### config.mk
export PLATFORM = sky130hd
export DESIGN_NAME = efx_control
export DESIGN_NICKNAME = d
export VERILOG_FILES = /design/src/design/efx_control.v
export VERILOG_INCLUDE_DIRS = /design/src /design/src/inc
export SDC_FILE = /design/constraint.sdc
export NUM_CORES = 1
export LEC_CHECK = 0
export BUFFER_PORTS_ARGS = -buffer_cell sky130_fd_sc_hd__buf_2
export CORE_UTILIZATION = 35
export DETAILED_ROUTE_END_ITERATION = 6
export PLACE_DENSITY = 0.64
export SKIP_LAST_GASP = 1
export SLEW_MARGIN = 15
export SYNTH_ARGS = -nofsm -noshare
export SYNTH_HDL_FRONTEND = slang
export SYNTH_SLANG_ARGS = --single-unit
### constraint.sdc
create_clock -name sys_clk -period 10.2 [get_ports sys_clk]
set_input_delay 0 -clock sys_clk [delete_from_list [all_inputs] [get_ports sys_clk]]
set_output_delay 0 -clock sys_clk [all_outputs]
set_load 0.02 [all_outputs]
### src/inc/efx_regs.vh
`ifndef EFX_REGS_VH
`define EFX_REGS_VH
// Register byte offsets
`define EFX_CTRL_ADDR      12'h000
`define EFX_STATUS_ADDR    12'h004
`define EFX_TYPE_ADDR      12'h008
`define EFX_TEMPO_ADDR     12'h00C
`define EFX_PARAM_ADDR     12'h010
`define EFX_PARAM1_ADDR    12'h014
// Effect type codes
`define EFX_T_ECHO         4'h0
`define EFX_T_HOLD         4'h1
`define EFX_T_HPECHO       4'h2
`define EFX_T_HPHOLD       4'h3
`define EFX_T_LPF          4'h4
`define EFX_T_BPF          4'h5
`define EFX_T_HPF          4'h6
`define EFX_T_PHASER       4'h7
`define EFX_T_FLANGER      4'h8
`define EFX_T_CRUSH        4'h9
// Insert points
`define EFX_INS_NONE       3'h0
`define EFX_INS_PROG1      3'h1
`define EFX_INS_PROG2      3'h2
`define EFX_INS_AUX        3'h3
`define EFX_INS_MAIN       3'h4
// Tempo in tenths of BPM
`define EFX_BPM_DEF        13'h04B0
`define EFX_BPM_MIN        13'h00F0
`define EFX_BPM_MAX        13'h12C0
// Cutoff step index, 0 is 31.5 Hz, 9 octaves over 480 steps, default 529 Hz
`define EFX_CUT_DEF        9'h0D9
`define EFX_CUT_MAX        9'h1E0
// Resonance in tenths
`define EFX_RES_MIN        8'h07
`define EFX_RES_MAX        8'h1E
`define EFX_RES_DEF        8'h07
// Depth in tenths of octave, 0 to 45
`define EFX_DEP_MAX        8'h2D
// Wet ratio 0..100
`define EFX_WET_FULL       8'h64
`define EFX_WET_DEF        8'h64
// Multiplier index 0..7 for 16,8,4,2,1,3/4,1/2,1/4
`define EFX_MUL_ONE        3'h4
`define EFX_MUL_MAX        3'h7
// Reset values of type registers
`define EFX_TYPE0_DEF      4'h0
`define EFX_TYPE1_DEF      4'h4
`endif

### src/design/efx_control.v
// Behaviour
// - Select press flips edited processor; other soft controls act on it
// - Insert buttons place selected processor at prog1, prog2, aux, main
// - Same effect type never loaded in both processors at once
// - Cue button toggles global cue flag, kept across processor switching
// - On button toggles selected processor; when on effect goes to master
// - Joystick press toggles its mode bit: off transform, on parameter
// - No second function defined: first joystick press changes nothing
// - Footswitch taps tempo, toggles effect, flips processor selection
// - Headphone cue needs selected processor, cue flag, pan and master cue
// - Main or aux inserted processor cues only with master cue on
// - Hold echo heard in phones only when on and sent to master
// - Echoes fed after fader; other effects fed regardless of fader
// - Track tempo tag drives sweep rate and shows locked indication
// - Tempo defaults 120 BPM; tapping sets 24 to 480 in 0.1 steps
// - Single tap restarts sweep phase aligned to tempo
// - First encoder sets cutoff from 529 Hz, limited 31.5 Hz to 16 kHz
// - First joystick in mode selects multiplier 16 down to one quarter
// - Second encoder sets resonance 0.7 to 3.0
// - Second encoder second mode sets depth up to 4.5 octaves
// - Wet default full; left/right adjust; up/down momentary wet/dry
// - Separate stored parameters for low, band and high pass filters
// - Crusher: encoder one drive, encoder two rate, second function bits
// - Shared insert: pre-fader first; both filters then processor one first
`timescale 1ns/1ps
`include "efx_regs.vh"
module efx_control (
  input  wire        sys_clk,
  input  wire        sys_rst,
  input  wire        select_button,
  input  wire        insert_prog1_button,
  input  wire        insert_prog2_button,
  input  wire        insert_aux_button,
  input  wire        insert_main_button,
  input  wire        effect_cue_button,
  input  wire        processor_on_button,
  input  wire        first_joystick_press,
  input  wire        second_joystick_press,
  input  wire [3:0]  second_joystick_dir,
  input  wire        first_encoder_up,
  input  wire        first_encoder_down,
  input  wire        first_encoder_tap,
  input  wire        second_encoder_up,
  input  wire        second_encoder_down,
  input  wire        first_joystick_left,
  input  wire        first_joystick_right,
  input  wire        foot_tap,
  input  wire        foot_toggle,
  input  wire        foot_select,
  input  wire        tap_tempo_valid,
  input  wire [12:0] tap_tempo,
  input  wire        tag_valid,
  input  wire [12:0] tag_tempo,
  input  wire        cue_pan_ok,
  input  wire        master_cue_on,
  input  wire        fader_open,
  input  wire [31:0] s_axi_awaddr,
  input  wire        s_axi_awvalid,
  output wire        s_axi_awready,
  input  wire [31:0] s_axi_wdata,
  input  wire [3:0]  s_axi_wstrb,
  input  wire        s_axi_wvalid,
  output wire        s_axi_wready,
  output reg  [1:0]  s_axi_bresp,
  output reg         s_axi_bvalid,
  input  wire        s_axi_bready,
  input  wire [31:0] s_axi_araddr,
  input  wire        s_axi_arvalid,
  output wire        s_axi_arready,
  output reg  [31:0] s_axi_rdata,
  output reg  [1:0]  s_axi_rresp,
  output reg         s_axi_rvalid,
  input  wire        s_axi_rready,
  output reg         selected_proc,
  output reg  [2:0]  insert0,
  output reg  [2:0]  insert1,
  output reg         proc_on0,
  output reg         proc_on1,
  output reg         cue_flag,
  output reg         mode1,
  output reg         mode2,
  output reg         phones_effect,
  output reg         feed0,
  output reg         feed1,
  output reg         proc1_first,
  output reg         tempo_locked,
  output reg  [12:0] sweep_tempo,
  output reg         sweep_restart,
  output reg  [8:0]  cutoff_out,
  output reg  [7:0]  reso_out,
  output reg  [7:0]  depth_out,
  output reg  [7:0]  wet_out,
  output reg  [2:0]  mult_out
);

  // Type classification helpers and saturating step
  function is_echo;
    input [3:0] t;
    begin
      is_echo = (t <= `EFX_T_HPHOLD);
    end
  endfunction
  function is_hold;
    input [3:0] t;
    begin
      is_hold = (t == `EFX_T_HOLD) || (t == `EFX_T_HPHOLD);
    end
  endfunction
  function is_filt;
    input [3:0] t;
    begin
      is_filt = (t >= `EFX_T_LPF) && (t <= `EFX_T_HPF);
    end
  endfunction
  function [7:0] sat_step;
    input [7:0] v;
    input       up;
    input       dn;
    input [7:0] lo;
    input [7:0] hi;
    begin
      sat_step = v;
      if (up && v < hi)
        sat_step = v + 8'h01;
      else if (dn && v > lo)
        sat_step = v - 8'h01;
    end
  endfunction

  reg  [3:0]  type0;
  reg  [3:0]  type1;
  reg  [8:0]  cut_reg  [0:2];
  reg  [7:0]  res_reg  [0:2];
  reg  [7:0]  dep_reg  [0:2];
  reg  [7:0]  wet_reg  [0:2];
  reg  [7:0]  drive_reg;
  reg  [7:0]  rate_reg;
  reg  [7:0]  bits_reg;
  reg  [12:0] man_tempo;
  reg  [2:0]  mult_reg;
  reg         aw_hold;
  reg         w_hold;
  reg  [31:0] aw_addr;
  reg  [32:0] w_data;
  integer     i;

  wire [3:0]  sel_type = selected_proc ? type1 : type0;
  wire        sel_filt = is_filt(sel_type);
  wire [1:0]  fidx     = sel_filt ? sel_type[1:0] : 2'd0;
  // Second function present: first joystick for filters and echoes, second always
  wire        j1_has   = sel_filt || is_echo(sel_type);
  wire        enc2_sec = mode2;
  wire        do_sel   = select_button | foot_select;
  wire        do_on    = processor_on_button | foot_toggle;
  wire        any_tap  = first_encoder_tap | foot_tap;
  wire [7:0]  mult_nx  = sat_step({5'h00, mult_reg}, first_joystick_right, first_joystick_left,
                                  8'h00, {5'h00, `EFX_MUL_MAX});

  // AXI write acceptance: hold each channel until both are present
  assign s_axi_awready = !aw_hold && !s_axi_bvalid;
  assign s_axi_wready  = !w_hold && !s_axi_bvalid;
  assign s_axi_arready = !s_axi_rvalid;
  wire        aw_ok    = aw_hold || (s_axi_awvalid && s_axi_awready);
  wire        w_ok     = w_hold || (s_axi_wvalid && s_axi_wready);
  wire [31:0] wa       = aw_hold ? aw_addr : s_axi_awaddr;
  wire [31:0] wd       = w_hold ? w_data[31:0] : s_axi_wdata;
  wire        wr_go    = aw_ok && w_ok;
  wire [3:0]  wr_t0    = wd[3:0];
  wire [3:0]  wr_t1    = wd[7:4];
  wire        ws0      = w_hold ? w_data[32] : s_axi_wstrb[0];
  wire        wr_type  = wr_go && (wa[11:0] == `EFX_TYPE_ADDR) && ws0;
  wire        wr_map   = (wa[11:0] == `EFX_TYPE_ADDR) || (wa[11:0] == `EFX_CTRL_ADDR);

  // Bus channel capture and write response
  always @(posedge sys_clk or posedge sys_rst) begin
    if (sys_rst) begin
      aw_hold      <= 1'b0;
      w_hold       <= 1'b0;
      aw_addr      <= 32'h0000_0000;
      w_data       <= 33'h0_0000_0000;
      s_axi_bvalid <= 1'b0;
      s_axi_bresp  <= 2'b00;
    end else begin
      if (wr_go) begin
        aw_hold      <= 1'b0;
        w_hold       <= 1'b0;
        s_axi_bvalid <= 1'b1;
        // Duplicate type write refused with slave error
        s_axi_bresp  <= (!wr_map || (wr_type && wr_t0 == wr_t1)) ? 2'b10 : 2'b00;
      end else begin
        if (s_axi_awvalid && s_axi_awready) begin
          aw_hold <= 1'b1;
          aw_addr <= s_axi_awaddr;
        end
        if (s_axi_wvalid && s_axi_wready) begin
          w_hold <= 1'b1;
          w_data <= {s_axi_wstrb[0], s_axi_wdata};
        end
        if (s_axi_bvalid && s_axi_bready)
          s_axi_bvalid <= 1'b0;
      end
    end
  end

  // Read path
  always @(posedge sys_clk or posedge sys_rst) begin
    if (sys_rst) begin
      s_axi_rvalid <= 1'b0;
      s_axi_rdata  <= 32'h0000_0000;
      s_axi_rresp  <= 2'b00;
    end else if (s_axi_arvalid && s_axi_arready) begin
      s_axi_rvalid <= 1'b1;
      s_axi_rresp  <= 2'b00;
      if (s_axi_araddr[11:0] == `EFX_TYPE_ADDR)
        s_axi_rdata <= {24'h00_0000, type1, type0};
      else if (s_axi_araddr[11:0] == `EFX_STATUS_ADDR)
        s_axi_rdata <= {20'h0_0000, insert1, insert0, mode2, mode1, cue_flag,
                        proc_on1, proc_on0, selected_proc};
      else if (s_axi_araddr[11:0] == `EFX_TEMPO_ADDR)
        s_axi_rdata <= {15'h0000, tempo_locked, mult_reg, sweep_tempo};
      else if (s_axi_araddr[11:0] == `EFX_PARAM_ADDR)
        s_axi_rdata <= {cutoff_out[7:0], reso_out, depth_out, wet_out};
      else if (s_axi_araddr[11:0] == `EFX_PARAM1_ADDR)
        s_axi_rdata <= {8'h00, drive_reg, rate_reg, bits_reg};
      else if (s_axi_araddr[11:0] == `EFX_CTRL_ADDR)
        s_axi_rdata <= 32'h0000_0000;
      else begin
        s_axi_rdata <= 32'h0000_0000;
        s_axi_rresp <= 2'b10;
      end
    end else if (s_axi_rvalid && s_axi_rready)
      s_axi_rvalid <= 1'b0;
  end

  // Panel state: selection, inserts, on, cue, modes, types
  always @(posedge sys_clk or posedge sys_rst) begin
    if (sys_rst) begin
      selected_proc <= 1'b0;
      cue_flag      <= 1'b0;
      proc_on0      <= 1'b0;
      proc_on1      <= 1'b0;
      mode1         <= 1'b0;
      mode2         <= 1'b0;
      insert0       <= `EFX_INS_NONE;
      insert1       <= `EFX_INS_NONE;
      type0         <= `EFX_TYPE0_DEF;
      type1         <= `EFX_TYPE1_DEF;
    end else begin
      if (do_sel)
        selected_proc <= ~selected_proc;
      if (effect_cue_button)
        cue_flag <= ~cue_flag;
      if (do_on && !selected_proc)
        proc_on0 <= ~proc_on0;
      if (do_on && selected_proc)
        proc_on1 <= ~proc_on1;
      // Insert decode for selected processor
      if (insert_prog1_button) begin
        if (selected_proc) insert1 <= `EFX_INS_PROG1; else insert0 <= `EFX_INS_PROG1;
      end else if (insert_prog2_button) begin
        if (selected_proc) insert1 <= `EFX_INS_PROG2; else insert0 <= `EFX_INS_PROG2;
      end else if (insert_aux_button) begin
        if (selected_proc) insert1 <= `EFX_INS_AUX; else insert0 <= `EFX_INS_AUX;
      end else if (insert_main_button) begin
        if (selected_proc) insert1 <= `EFX_INS_MAIN; else insert0 <= `EFX_INS_MAIN;
      end
      if (first_joystick_press && j1_has)
        mode1 <= ~mode1;
      if (second_joystick_press)
        mode2 <= ~mode2;
      if (wr_type && wr_t0 != wr_t1) begin
        type0 <= wr_t0;
        type1 <= wr_t1;
      end
    end
  end

  // Parameter sets, tempo and multiplier
  always @(posedge sys_clk or posedge sys_rst) begin
    if (sys_rst) begin
      for (i = 0; i < 3; i = i + 1) begin
        cut_reg[i] <= `EFX_CUT_DEF;
        res_reg[i] <= `EFX_RES_DEF;
        dep_reg[i] <= 8'h00;
        wet_reg[i] <= `EFX_WET_DEF;
      end
      drive_reg     <= 8'h00;
      rate_reg      <= 8'h00;
      bits_reg      <= 8'h00;
      man_tempo     <= `EFX_BPM_DEF;
      mult_reg      <= `EFX_MUL_ONE;
      sweep_restart <= 1'b0;
    end else begin
      sweep_restart <= any_tap;
      if (tap_tempo_valid && tap_tempo >= `EFX_BPM_MIN && tap_tempo <= `EFX_BPM_MAX)
        man_tempo <= tap_tempo;
      if (sel_filt) begin
        // Cutoff on first encoder, limited range
        if (first_encoder_up && cut_reg[fidx] < `EFX_CUT_MAX)
          cut_reg[fidx] <= cut_reg[fidx] + 9'h001;
        else if (first_encoder_down && cut_reg[fidx] != 9'h000)
          cut_reg[fidx] <= cut_reg[fidx] - 9'h001;
        if (!enc2_sec)
          res_reg[fidx] <= sat_step(res_reg[fidx], second_encoder_up, second_encoder_down,
                                    `EFX_RES_MIN, `EFX_RES_MAX);
        else
          dep_reg[fidx] <= sat_step(dep_reg[fidx], second_encoder_up, second_encoder_down,
                                    8'h00, `EFX_DEP_MAX);
        if (mode2)
          wet_reg[fidx] <= sat_step(wet_reg[fidx], second_joystick_dir[0],
                                    second_joystick_dir[1], 8'h00, `EFX_WET_FULL);
        if (mode1)
          mult_reg <= mult_nx[2:0];
      end else if (sel_type == `EFX_T_CRUSH) begin
        drive_reg <= sat_step(drive_reg, first_encoder_up, first_encoder_down,
                              8'h00, 8'hFF);
        if (!enc2_sec)
          rate_reg <= sat_step(rate_reg, second_encoder_up, second_encoder_down,
                               8'h00, 8'hFF);
        else
          bits_reg <= sat_step(bits_reg, second_encoder_up, second_encoder_down,
                               8'h00, 8'hFF);
      end
    end
  end

  // Derived outputs: tempo, wet override, routing and cue
  always @(posedge sys_clk or posedge sys_rst) begin
    if (sys_rst) begin
      tempo_locked  <= 1'b0;
      sweep_tempo   <= `EFX_BPM_DEF;
      cutoff_out    <= `EFX_CUT_DEF;
      reso_out      <= `EFX_RES_DEF;
      depth_out     <= 8'h00;
      wet_out       <= `EFX_WET_DEF;
      mult_out      <= `EFX_MUL_ONE;
      phones_effect <= 1'b0;
      feed0         <= 1'b0;
      feed1         <= 1'b0;
      proc1_first   <= 1'b1;
    end else begin
      tempo_locked <= tag_valid;
      sweep_tempo  <= tag_valid ? tag_tempo : man_tempo;
      cutoff_out   <= cut_reg[fidx];
      reso_out     <= res_reg[fidx];
      depth_out    <= dep_reg[fidx];
      mult_out     <= mult_reg;
      // Up momentary wet, down momentary dry, else stored ratio
      if (mode2 && second_joystick_dir[2])
        wet_out <= `EFX_WET_FULL;
      else if (mode2 && second_joystick_dir[3])
        wet_out <= 8'h00;
      else
        wet_out <= wet_reg[fidx];
      feed0 <= is_echo(type0) ? fader_open : 1'b1;
      feed1 <= is_echo(type1) ? fader_open : 1'b1;
      // Order at shared insert
      if (is_echo(type0) && !is_echo(type1))
        proc1_first <= 1'b0;
      else
        proc1_first <= 1'b1;
      if (is_hold(sel_type))
        phones_effect <= selected_proc ? proc_on1 : proc_on0;
      else
        phones_effect <= cue_flag && cue_pan_ok && master_cue_on;
    end
  end

endmodule // efx_control

==> After elaboration in Yosys (flattened, before gate mapping) <==
Index checks and enable logic that the tools add are counted.
{ "word_totals": {"regBits": 299, "elab_cells": 280, "input_bits": 161, "out_inout_bits": 108} }
{ "classes": {"n_eq_ne": 11, "n_lt_le_gt_ge": 24, "add_sub_neg": 16, "muxes": 92, "n_reduce_logical": 77, "bitwise_logic": 12} }
{ "op_table": {"columns": ["op", "count"], "rows": [
  ["$mux W8", 28],
  ["$mux W32", 4],
  ["$bwmux W24", 3],
  ["$bwmux W27", 2],
  ["$mux W27", 2],
  ["$mux W3", 18],
  ["$add A8 B1 Y8 const B", 6],
  ["$bmux W8 S2", 3],
  ["$sub A8 B1 Y8 const B", 6],
  ["$gt A8 B1 Y1 const B", 5],
  ["$logic_and A1 B1 Y1", 40],
  ["$eq A12 B4 Y1 const B", 3],
  ["$mux W9", 3],
  ["$eq A12 B5 Y1 const B", 2],
  ["$logic_not A12 Y1", 2],
  ["$lt A8 B8 Y1 const B", 3],
  ["$mux W24", 1],
  ["$bmux W9 S2", 1],
  ["$demux W9 S2", 1],
  ["$reduce_bool A2 Y1", 9],
  ["$demux W8 S2", 1],
  ["$mux W2", 8],
  ["$mux W1", 14],
  ["$reduce_and A2 Y1", 7],
  ["36 further kinds", 60]
]} }

==> Depth between registers and ports, before layout <==
Gate-level depths: netlist of run 1.
{ "depth": {"depth_word": 15, "depth_mapped": 15, "ltp_nobuf": 12} }

==> Worst setup path after synthesis of run 1 <==
OpenSTA, ideal clock, no wires.
{ "synth_path": {"path_type": "flip-flop to flip-flop", "start": "reg selected_proc", "end": "reg dep_reg[5] (netlist bit)", "required_time_ns": 10.041, "n_path_buf": 4, "synth_period_minus_slack_ns": 3.785, "path_stages_with_launch": 14, "setup_time_ns": 0.159, "setup_slack_ns": 6.415, "t_arrival_ns": 3.626, "cell_sequence": "dfrtp_1 -> buf_2 -> nor4b_1 -> o21a_1 -> buf_2 -> clkbuf_1 -> a221oi_1 -> ha_1 -> o31a_1 -> o211ai_1 -> buf_2 -> nand3_1 -> a221oi_2 -> a21oi_1"} }
{ "synth_between": {"elab_chain_len": 15, "elab_cells_between_ends": 26, "cone_classes": "2 x add/sub; 6 x order compare; 12 x mux; 1 x bitwise; 5 x reduce/logical"} }
{ "synth_rtl": {"columns": ["item", "line_no", "rtl"], "rows": [
  ["start: declaration", "efx_control.v:74", "output reg selected_proc,"],
  ["start signal: assignment", "efx_control.v:250", "selected_proc <= ~selected_proc;"],
  ["$mux W4 (*)", "efx_control.v:147", "wire [3:0] sel_type = selected_proc ? type1 : type0;"],
  ["$ge A4 B3 Y1 (no line) / $le A4 B3 Y1 (equally long branches)", null, null],
  ["$logic_and A1 B1 Y1", "efx_control.v:112", "is_filt = (t >= `EFX_T_LPF) && (t <= `EFX_T_HPF);"],
  ["$mux W2", "efx_control.v:149", "wire [1:0] fidx = sel_filt ? sel_type[1:0] : 2'd0;"],
  ["$not A2 Y3", "efx_control.v:307", "dep_reg[fidx] <= sat_step(dep_reg[fidx], second_encoder_up, second_encoder_down,"],
  ["$bmux W8 S2", "efx_control.v:307", null],
  ["$mux W8 (implied by the code) (2 in a row)", "efx_control.v:307", null],
  ["$gt A8 B1 Y1", "efx_control.v:125", "else if (dn && v > lo)"],
  ["$logic_and A1 B1 Y1", "efx_control.v:125", null],
  ["$mux W8", "efx_control.v:125", null],
  ["$mux W8", "efx_control.v:123", "if (up && v < hi)"],
  ["$mux W8", "efx_control.v:303", "if (!enc2_sec)"],
  ["$mux W8", "efx_control.v:297", "if (sel_filt) begin"],
  ["$bwmux W24", "efx_control.v:307", null],
  ["end signal: indexed assignment", "efx_control.v:307", null],
  ["end: declaration", "efx_control.v:134", "reg [7:0] dep_reg [0:2];"]
]} }
Mark *: on every way between the ends. The rest lies on a longest branch, timed or not. The select of a mux whose other input is x is not followed.
A chain may end at the register's enable or synchronous reset.

==> Worst setup path after layout of run 1 <==
Ends and elaborated chain as after synthesis.

==> results of run 1 <==
-- repair_timing --
| item | CTS | global route |
|---|---|---|
| hold buffers | 99 | 0 |
| endpoints found under the hold margin | 204 | 0 |
| resized for setup | 0 | 0 |
| buffers inserted | 0 | 0 |
-- metrics by stage --
| stage | utilization | setup WS, ns | std cells | hold slack (ns) |
|---|---|---|---|---|
| final | 0.447 | 4.84 | 2148 | 0.0382 |
| after global routing | 0.447 | 4.56 | 2147 | 0.0818 |
| after CTS | 0.447 | 4.91 | 2146 | 0.00711 |
| after detailed placement | 0.395 | 4.94 | 1991 | 0.190 |
| after global placement | 0.395 | 5.03 | 1991 | 0.183 |
| after floorplan | - | 2.77 | 1319 | 0.0314 |
-- critical path, cell delays in order, from the launching register on --
cell and delay [ns]:
sky130_fd_sc_hd__dfrtp_1 0.76, sky130_fd_sc_hd__nor4b_1 1.02, sky130_fd_sc_hd__o21a_2 0.37, sky130_fd_sc_hd__buf_4 0.37
sky130_fd_sc_hd__a221oi_1 0.25, sky130_fd_sc_hd__ha_1 0.32, sky130_fd_sc_hd__o31a_1 0.30, sky130_fd_sc_hd__o211ai_1 0.91
sky130_fd_sc_hd__nand3_1 0.22, sky130_fd_sc_hd__a221oi_2 0.47, sky130_fd_sc_hd__a21oi_1 0.14
-- worst paths after layout --
| check | startpoint | end | slack, ns |
|---|---|---|---|
| setup / recovery | selected_proc | dep_reg[5] | 4.84 |
| hold / removal | second_encoder_down | dep_reg[6] | 0.04 |
| setup reg to reg | selected_proc | dep_reg[5] | 4.84 |
| hold reg to reg | mult_reg[2] | mult_out[2] | 0.40 |
| max in group asynchronous | sys_rst | drive_reg[4] | 8.39 |
| min in group asynchronous | sys_rst | aw_addr[2] | 0.19 |
-- per-layer routing --
| layer | vias to the layer above | GRT usage | routed length, µm |
|---|---|---|---|
| met4 | 0 | 0.0578 | 933 |
| li1 | 5357 | - | - |
| met1 | 5577 | 0.245 | 16500 |
| met3 | 69 | 0.0298 | 2130 |
| met2 | 326 | 0.316 | 18200 |
| met5 | - | 0 | 0 |
-- power by group --
part           switching, W  total [W]  internal (W)  leakage (nW)
combinational      0.000476   0.000842      0.000365          4.28
clock              0.000451    0.00110      0.000653         0.508
sequential         0.000168    0.00144       0.00127          3.12
total               0.00110    0.00339       0.00229          7.92
-- cell usage after synthesis, types with 16 or more instances --
| cell type | number | share of area |
|---|---|---|
| sky130_fd_sc_hd__a21oi_1 | 68 | 0.025 |
| sky130_fd_sc_hd__a221oi_1 | 16 | 0.010 |
| sky130_fd_sc_hd__a22o_1 | 25 | 0.016 |
| sky130_fd_sc_hd__clkbuf_1 | 37 | 0.010 |
| sky130_fd_sc_hd__dfrtp_1 | 217 | 0.39 |
| sky130_fd_sc_hd__dfstp_2 | 56 | 0.11 |
| sky130_fd_sc_hd__ha_1 | 28 | 0.025 |
| sky130_fd_sc_hd__inv_1 | 42 | 0.011 |
| sky130_fd_sc_hd__mux2_2 | 67 | 0.055 |
| sky130_fd_sc_hd__mux2i_1 | 40 | 0.029 |
| sky130_fd_sc_hd__nand2_1 | 146 | 0.040 |
| sky130_fd_sc_hd__nand3_1 | 21 | 0.0076 |
| sky130_fd_sc_hd__nand4_1 | 17 | 0.0077 |
| sky130_fd_sc_hd__nor2_1 | 82 | 0.022 |
| sky130_fd_sc_hd__nor3_1 | 18 | 0.0065 |
| sky130_fd_sc_hd__o21ai_0 | 143 | 0.052 |
| sky130_fd_sc_hd__xnor2_1 | 48 | 0.031 |
| sky130_fd_sc_hd__xor2_1 | 17 | 0.011 |
-- logic make-up (layout without fill, tap and decap cells) --
group	after synthesis	count (layout)	share of synthesized area
AO/OA/AOI/OAI	367	367	0.172
XOR/XNOR	65	65	0.0413
adder cells (fa/ha/maj)	32	32	0.0313
buffers and inverters	104	414	0.0325
flip-flops	273	273	0.501
multiplexers	126	126	0.103
other	1	3	0.000272
AND/OR/NAND/NOR	350	350	0.119
-- area by class of cell --
cell class              instances  area, µm²  area share
flip-flops and latches        273       6900       0.399
multi-input cells             942       6460       0.373
repair buffers                314       2100       0.122
clock buffers                  40        838      0.0484
well taps                     518        648      0.0375
clock inverters                16        174      0.0101
inverters                      44        173     0.00998
diodes                          1       2.50    0.000145
==> results by stage, run 1 <==
Status:
- The flow ran to the end, and the final reports show no timing, DRC or antenna violations.

Global route:
- The initial antenna violation count is 1.
- Entering global routing, the biggest net connects about 140 pins.
- The via count of the first global-routing pass is between 10,000 and 15,000.
- After global routing the overflow that remains totals 0.
- The first global-routing pass estimated 60.9 mm of wire.
- In the global route stage, overall resource usage came out at 0.187.

Clocking:
- TritonCTS created 30 clock buffers.
- The source-to-sink clock delay at the later pin of the worst-skew pair is 0.57 ns.
- The cell at the root of the clock tree is sky130_fd_sc_hd__clkbuf_16.
- The clock net in this run drives a total of between 200 and 300 sinks.
- CTS built an H-tree with a depth of 1.
- The clock tree from TritonCTS is yes.
- The clock-pin slew on the worst setup and hold paths is approximately 0.060 ns.
- The number of buffers on the longest clock path is 3.

Worst setup path:
- The critical path startpoint category is a flip-flop.
- The highest net fanout along the worst path is 27.
- The worst setup path is captured at a flip-flop.
- The critical path in this run is classified as reg -> reg.
- The depth of the most critical reg-to-reg path is 10.
- Data on the critical path is required at its endpoint by 10.58 ns.
- The worst path arrival time is about 5.7 ns.

Power and ir drop:
- The completed layout was analyzed and its total power is between 0.003 and 0.004 W.
- The worst-case IR drop observed on VDD is 138 µV.
- The leakage power is about 7.9 nW.
- Power spread over the standard cell area amounts to a little under 200 nW/µm².

Synth:
- The register bit count reported by yosys is between 200 and 300.
- The count of warnings emitted by yosys is 0.
- Averaged over all synthesized cells, the footprint is around 10 µm².
- Yosys mapped the design onto 80 distinct sky130hd cell types.
- For this run, the leading register cell type out of synthesis is sky130_fd_sc_hd__dfrtp_1.
- The share of the Yosys chip area taken by registers is 0.501.
- The number of synthesized flops with an enable pin is 0.
- The synthesized instance count is ~1,300.
- The async set-reset flop share out of synthesis is 1.00.
- The mapped netlist covers 13,800 µm².

Floorplan:
- The initial core utilization is 0.356.
- The x dimension of the die is approximately 200 µm.
- The die outline height is about 200 µm.
- Row generation in the floorplan step produced 72 rows.
- The core region is approximately 39,000 µm².
- In this run the count of I/O pins placed on the die edge is about 270.
- The total die area is 40,200 µm².

Finish:
- Of the cells placed in the final design, the portion with a size suffix greater than 1 is 0.264.
- The largest register by flop count is s_axi_rdata.
- The register with the most flip-flops in the layout has 32 of them.
- The library cells used most frequently in the layout, excluding fill and tap cells, are sky130_fd_sc_hd__dfrtp_1 (217), sky130_fd_sc_hd__buf_2 (199), sky130_fd_sc_hd__nand2_1 (145).
- Once layout is done, the placed cells without fillers occupy 17,300 µm².
- The number of filler instances in the final layout is 3,660.
- The leading cell type in the layout, fill and taps excluded is sky130_fd_sc_hd__dfrtp_1.
- The final net count is approximately 1,800.
- Compared with the post-synthesis result, the final layout area differs by 25.6%.

Routing:
- The detail route stage leaves a number of antenna-violating nets equal to 0.
- For this run, design rule violations remaining after detail routing come to 0.
- The count of routing violations after the opening detailed-route iteration is 743.
- Dividing the detail-routed wire length by the instance count gives 17.6 µm.
- The first detailed-routing pass took 5 iterations.
- After detailed routing, the total wire length is between 30 and 40 mm.
- Dividing the detail-routed via count by the number of cells gives 5.27.
- The final route contains approximately 11,000 vias.

Timing:
- The number of failing hold endpoints at the final stage was 0.
- The clock arrives with 0.0184 ns of skew.
- Measured against its own limit, the worst slew margin works out to 0.220.
- The count of final setup violators is 0.
- Timing would allow up to roughly 0.19 GHz.
- After routing, the total negative slack on setup checks comes to 0 ns.
- The max-slew violation count came to 0.
- Setup repair after global routing left no endpoint under its margin.
- The smallest clock period supported by the final layout is computed as about 5.4 ns.
- The transition time at the pin with the least slew margin is approximately 1.2 ns.
- The final worst-path cycle share is 0.526.

Placed design:
- The weighted congestion reported at the end of routability-driven placement is 0.883.
- The total placed instance area is about 15,000 µm².
- Summed over all nets, the half-perimeter wirelength after detailed placement is between 20 and 30 mm.
- The number of buffers inserted by port buffering is approximately 200.

Hold path:
- The worst hold path passes through 4 cells.
- The worst min-delay path category is in -> reg.

Job:
- The tool flagged a number of max-cap violations equal to 0.
Power figures use the tool's default switching activity.
==> run 2, diff against run 1 <==
clock period = 5.2 ns   (was 10.2 ns; I/O delays follow)
==> run 2 against run 1 <==
Die area unchanged. Worst hold slack improved by 0.022 ns. Via count increased by 1.2%. Critical path type unchanged. Largest cell class unchanged. Register-to-register slack got worse by 4.1 ns.
==> results by stage, run 2 (same netlist as run 1, synthesis figures left out) <==
Finish:
- The area of the multi-input gates is 6480 µm² (+0.23%).
- The final net count is 1,806 (+0.44%).
- The largest register by flop count is s_axi_rdata.
- The number of filler instances in the final layout is 3,648 (-0.33%).
- The library cell used most frequently in the layout, excluding fill and tap cells, is sky130_fd_sc_hd__dfrtp_1.
- The area taken by flip-flops and latches came to 6900 µm² (unchanged).
- In the layout the commonest cells are sky130_fd_sc_hd__dfrtp_1 (217), sky130_fd_sc_hd__buf_2 (199), sky130_fd_sc_hd__nand2_1 (145).
- The share of layout cells above drive strength 1 came to 0.261 (-0.00251).
- The synthesis-to-finish area growth came to 25.7% (about the same).
- The share of the core filled with cells is 0.447 (about the same).
- The flip-flop count of the largest register after layout is 32 (unchanged).

Worst setup path:
- The worst path arrival time is 4.85 ns (-0.89 ns).
- The worst reg-to-reg setup slack is 0.75 ns (-4.09 ns).
- STA classifies the critical path endpoint as a flip-flop.
- The standard cell with the maximum stage delay on the critical path is sky130_fd_sc_hd__a222oi_1.
- The origin of the worst setup path is selected_proc.
- The cell family contributing the most delay on the critical path is compound AO/OA/AOI/OAI gates.
- The highest net fanout along the worst path is 15 (-44%).
- The worst setup path is launched from a flip-flop.
- The delay contributed by the slowest stage of the critical path was 0.96 ns (-0.06 ns).
- The source of the worst register-to-register timing path is selected_proc.
- The critical setup path kind is reg -> reg.
- The number of buffers and inverters on the critical path is 1 (unchanged).
- The data required time of the critical path is 5.60 ns (-4.98 ns).
- The signal on the critical path passes through mux2_1 > o21a_1 > buf_4 > a222oi_1 > ha_1 > nand4_1 > a2111oi_0 > a21oi_1 > o22ai_1 > o21ai_0.

Global route:
- The global router's overall resource usage is 0.189 (+0.00247).
- The total grt overflow is 0 (unchanged).
- The first-pass GRT wire length is 62.1 mm (+2.0%).
- The via count of the first global-routing pass is 11,600 (+2.7%).
- The pin count of the biggest net entering global routing was 157 (+15%).
- The initial antenna violation count is 2 (+1).

Clocking:
- The total clock buffers created by CTS is 30 (unchanged).
- The sink count of the clock tree was 273 (unchanged).
- The post-CTS setup repair buffer count is 0 (unchanged).
- The clock-pin slew on the worst setup and hold paths was 0.06 ns (about the same).
- The cell at the root of the clock tree is sky130_fd_sc_hd__clkbuf_16.
- The source-to-sink clock delay at the later pin of the worst-skew pair is 0.57 ns (about the same).
- The number of cells upsized or downsized after cts came to 0 (unchanged).
- The number of buffers on the longest clock path came to 3 (unchanged).
- The clock tree from TritonCTS is yes.
- The H-tree depth is 1 (unchanged).
- The number of hold buffers added after cts is 100 (+1.0%).

Placed design:
- The number of buffers inserted by port buffering was 199 (unchanged).
- The half-perimeter wire length after placement is 26.3 mm (+3.4%).
- The weighted congestion reported at the end of routability-driven placement is 0.850 (-3.7%).

Timing:
- The max-slew violation count was 0 (unchanged).
- Setup repair after global routing left no endpoint under its margin.
- The worst relative slew slack was 0.277 (+0.0579).
- The maximum clock frequency came to 0.225 GHz (+20%).
- The maximum clock skew at final layout is 0.0244 ns (+0.00601 ns).
- The transition time at the pin with the least slew margin is 1.08 ns (-0.0817 ns).
- The final worst-path cycle share is 0.856 (+0.330).
- The post-layout minimum cycle time is 4.45 ns (-0.911 ns).
- The count of final setup violators came to 0 (unchanged).
- The number of failing hold endpoints at the final stage is 0 (unchanged).
- The post-route setup TNS was 0 ns (unchanged).

Floorplan:
- The initial core utilization is 0.356 (unchanged).
- The die outline height is 200 µm (unchanged).
- The row count is 72 (unchanged).
- The total die area is 40,200 µm² (unchanged).
- The floorplan core area is 38,700 µm² (unchanged).
- The x dimension of the die is 200 µm (unchanged).
- The number of ports placed on the die boundary is 269 (unchanged).

Hold path:
- The launch instance of the worst min-delay path is second_joystick_dir[0].
- The worst hold path belongs to the class in -> reg.

Routing:
- The average wire per cell in the routed design was 17.6 µm (+0.43%).
- The count of routing violations after the opening detailed-route iteration is 848 (+14%).
- The first-pass detailed-route iteration total is 7 (+2).
- The number of nets still failing antenna checks after routing is 0 (unchanged).
- The aggregate routed wire length is 38.0 mm (+0.80%).
- The per-cell via count in the routed design is 5.32 (+0.86%).
- The final routed DRC violation total came to 0 (unchanged).
- The count of vias placed by the detailed router was 11,500 (+1.2%).

Power and ir drop:
- The sequential fraction of design power came to 0.431 (+0.006).
- The internal power summed over all cells is 0.00439 W (+92%).
- The leakage power is 7.89 nW (-0.32%).
- The peak supply drop is 263 µV (+90%).
- The switching share of total power is 0.328 (+0.00468).
- The fraction of power consumed by the clock network was 0.309 (-0.017).
- The net switching power was 0.00214 W (+96%).
- The part of the power in combinational logic is 0.260 (+0.011).
- The total power divided by cell area is 377 nW/µm² (+93%).

Status:
- The flow ran to the end, and the final reports show no timing, DRC or antenna violations.

Job:
- The count of maximum capacitance violations was 0 (unchanged).
==> run 2: cell count changes in the layout (fill, tap and decap cells not counted), sizes merged <==
cell	delta
clkinvlp	+3
buf	+8
inv	-1
clkbuf	+6
bufinv	-2
clkinv	-7
dlygate4sd3	+1
==> run 2: area by class of cell <==
class,instances,area share
diodes,1,0.000145
clock buffers,47,0.0488
clock inverters,9,0.00520
inverters,44,0.00976
multi-input cells,942,0.374
flip-flops and latches,273,0.399
well taps,518,0.0374
repair buffers,322,0.126
==> run 2: power by group through the flow <==
stage / Sequential, W / Combinational [W] / Clock [W]
3_3_place_gp: 0.00283 / 0.00155 / 0
2_1_floorplan: 0.00287 / 0.00104 / 0
5_1_grt: 0.00286 / 0.00185 / 0.00216
3_5_place_dp: 0.00285 / 0.00159 / 0
4_1_cts: 0.00281 / 0.00170 / 0.00208
6_report: 0.00281 / 0.00170 / 0.00202
==> run 2: per-layer routing <==
layer | share of wire | global-route usage
met1 | 0.44 | 0.251
met2 | 0.48 | 0.316
met3 | 0.059 | 0.0303
met4 | 0.026 | 0.0594
met5 | 0.00034 | 0
==> run 2: path summary, 6_finish.rpt <==
kind,to,cells past startpoint
worst max-delay path,wet_reg[4],10
worst min-delay path,wet_reg[23],5
worst max register to register,wet_reg[4],10
worst min register to register,mult_out[2],0
max in group asynchronous,s_axi_rdata[30],5
min in group asynchronous,man_tempo[11],4
==> run 2: worst min-delay path, cell delays in order <==
cell,delay [ns]
sky130_fd_sc_hd__buf_2,0.10
sky130_fd_sc_hd__nand2_1,0.11
sky130_fd_sc_hd__nand4_1,0.13
sky130_fd_sc_hd__xnor2_1,0.10
sky130_fd_sc_hd__o21ai_0,0.14
==> run 2: metrics by stage <==
stage                     total power, W  setup WS (ns)  cell area [µm²]  hold slack [ns]  std cells
after floorplan                  0.00391           1.41            13800           0.0314       1319
after global placement           0.00438          0.856            15400          -0.0276       1999
after detailed placement         0.00444          0.828            15400          -0.0275       1999
after CTS                        0.00658          0.773            17300           0.0206       2155
after global routing             0.00687          0.436            17300           0.0837       2156
final                            0.00653          0.750            17300           0.0598       2156
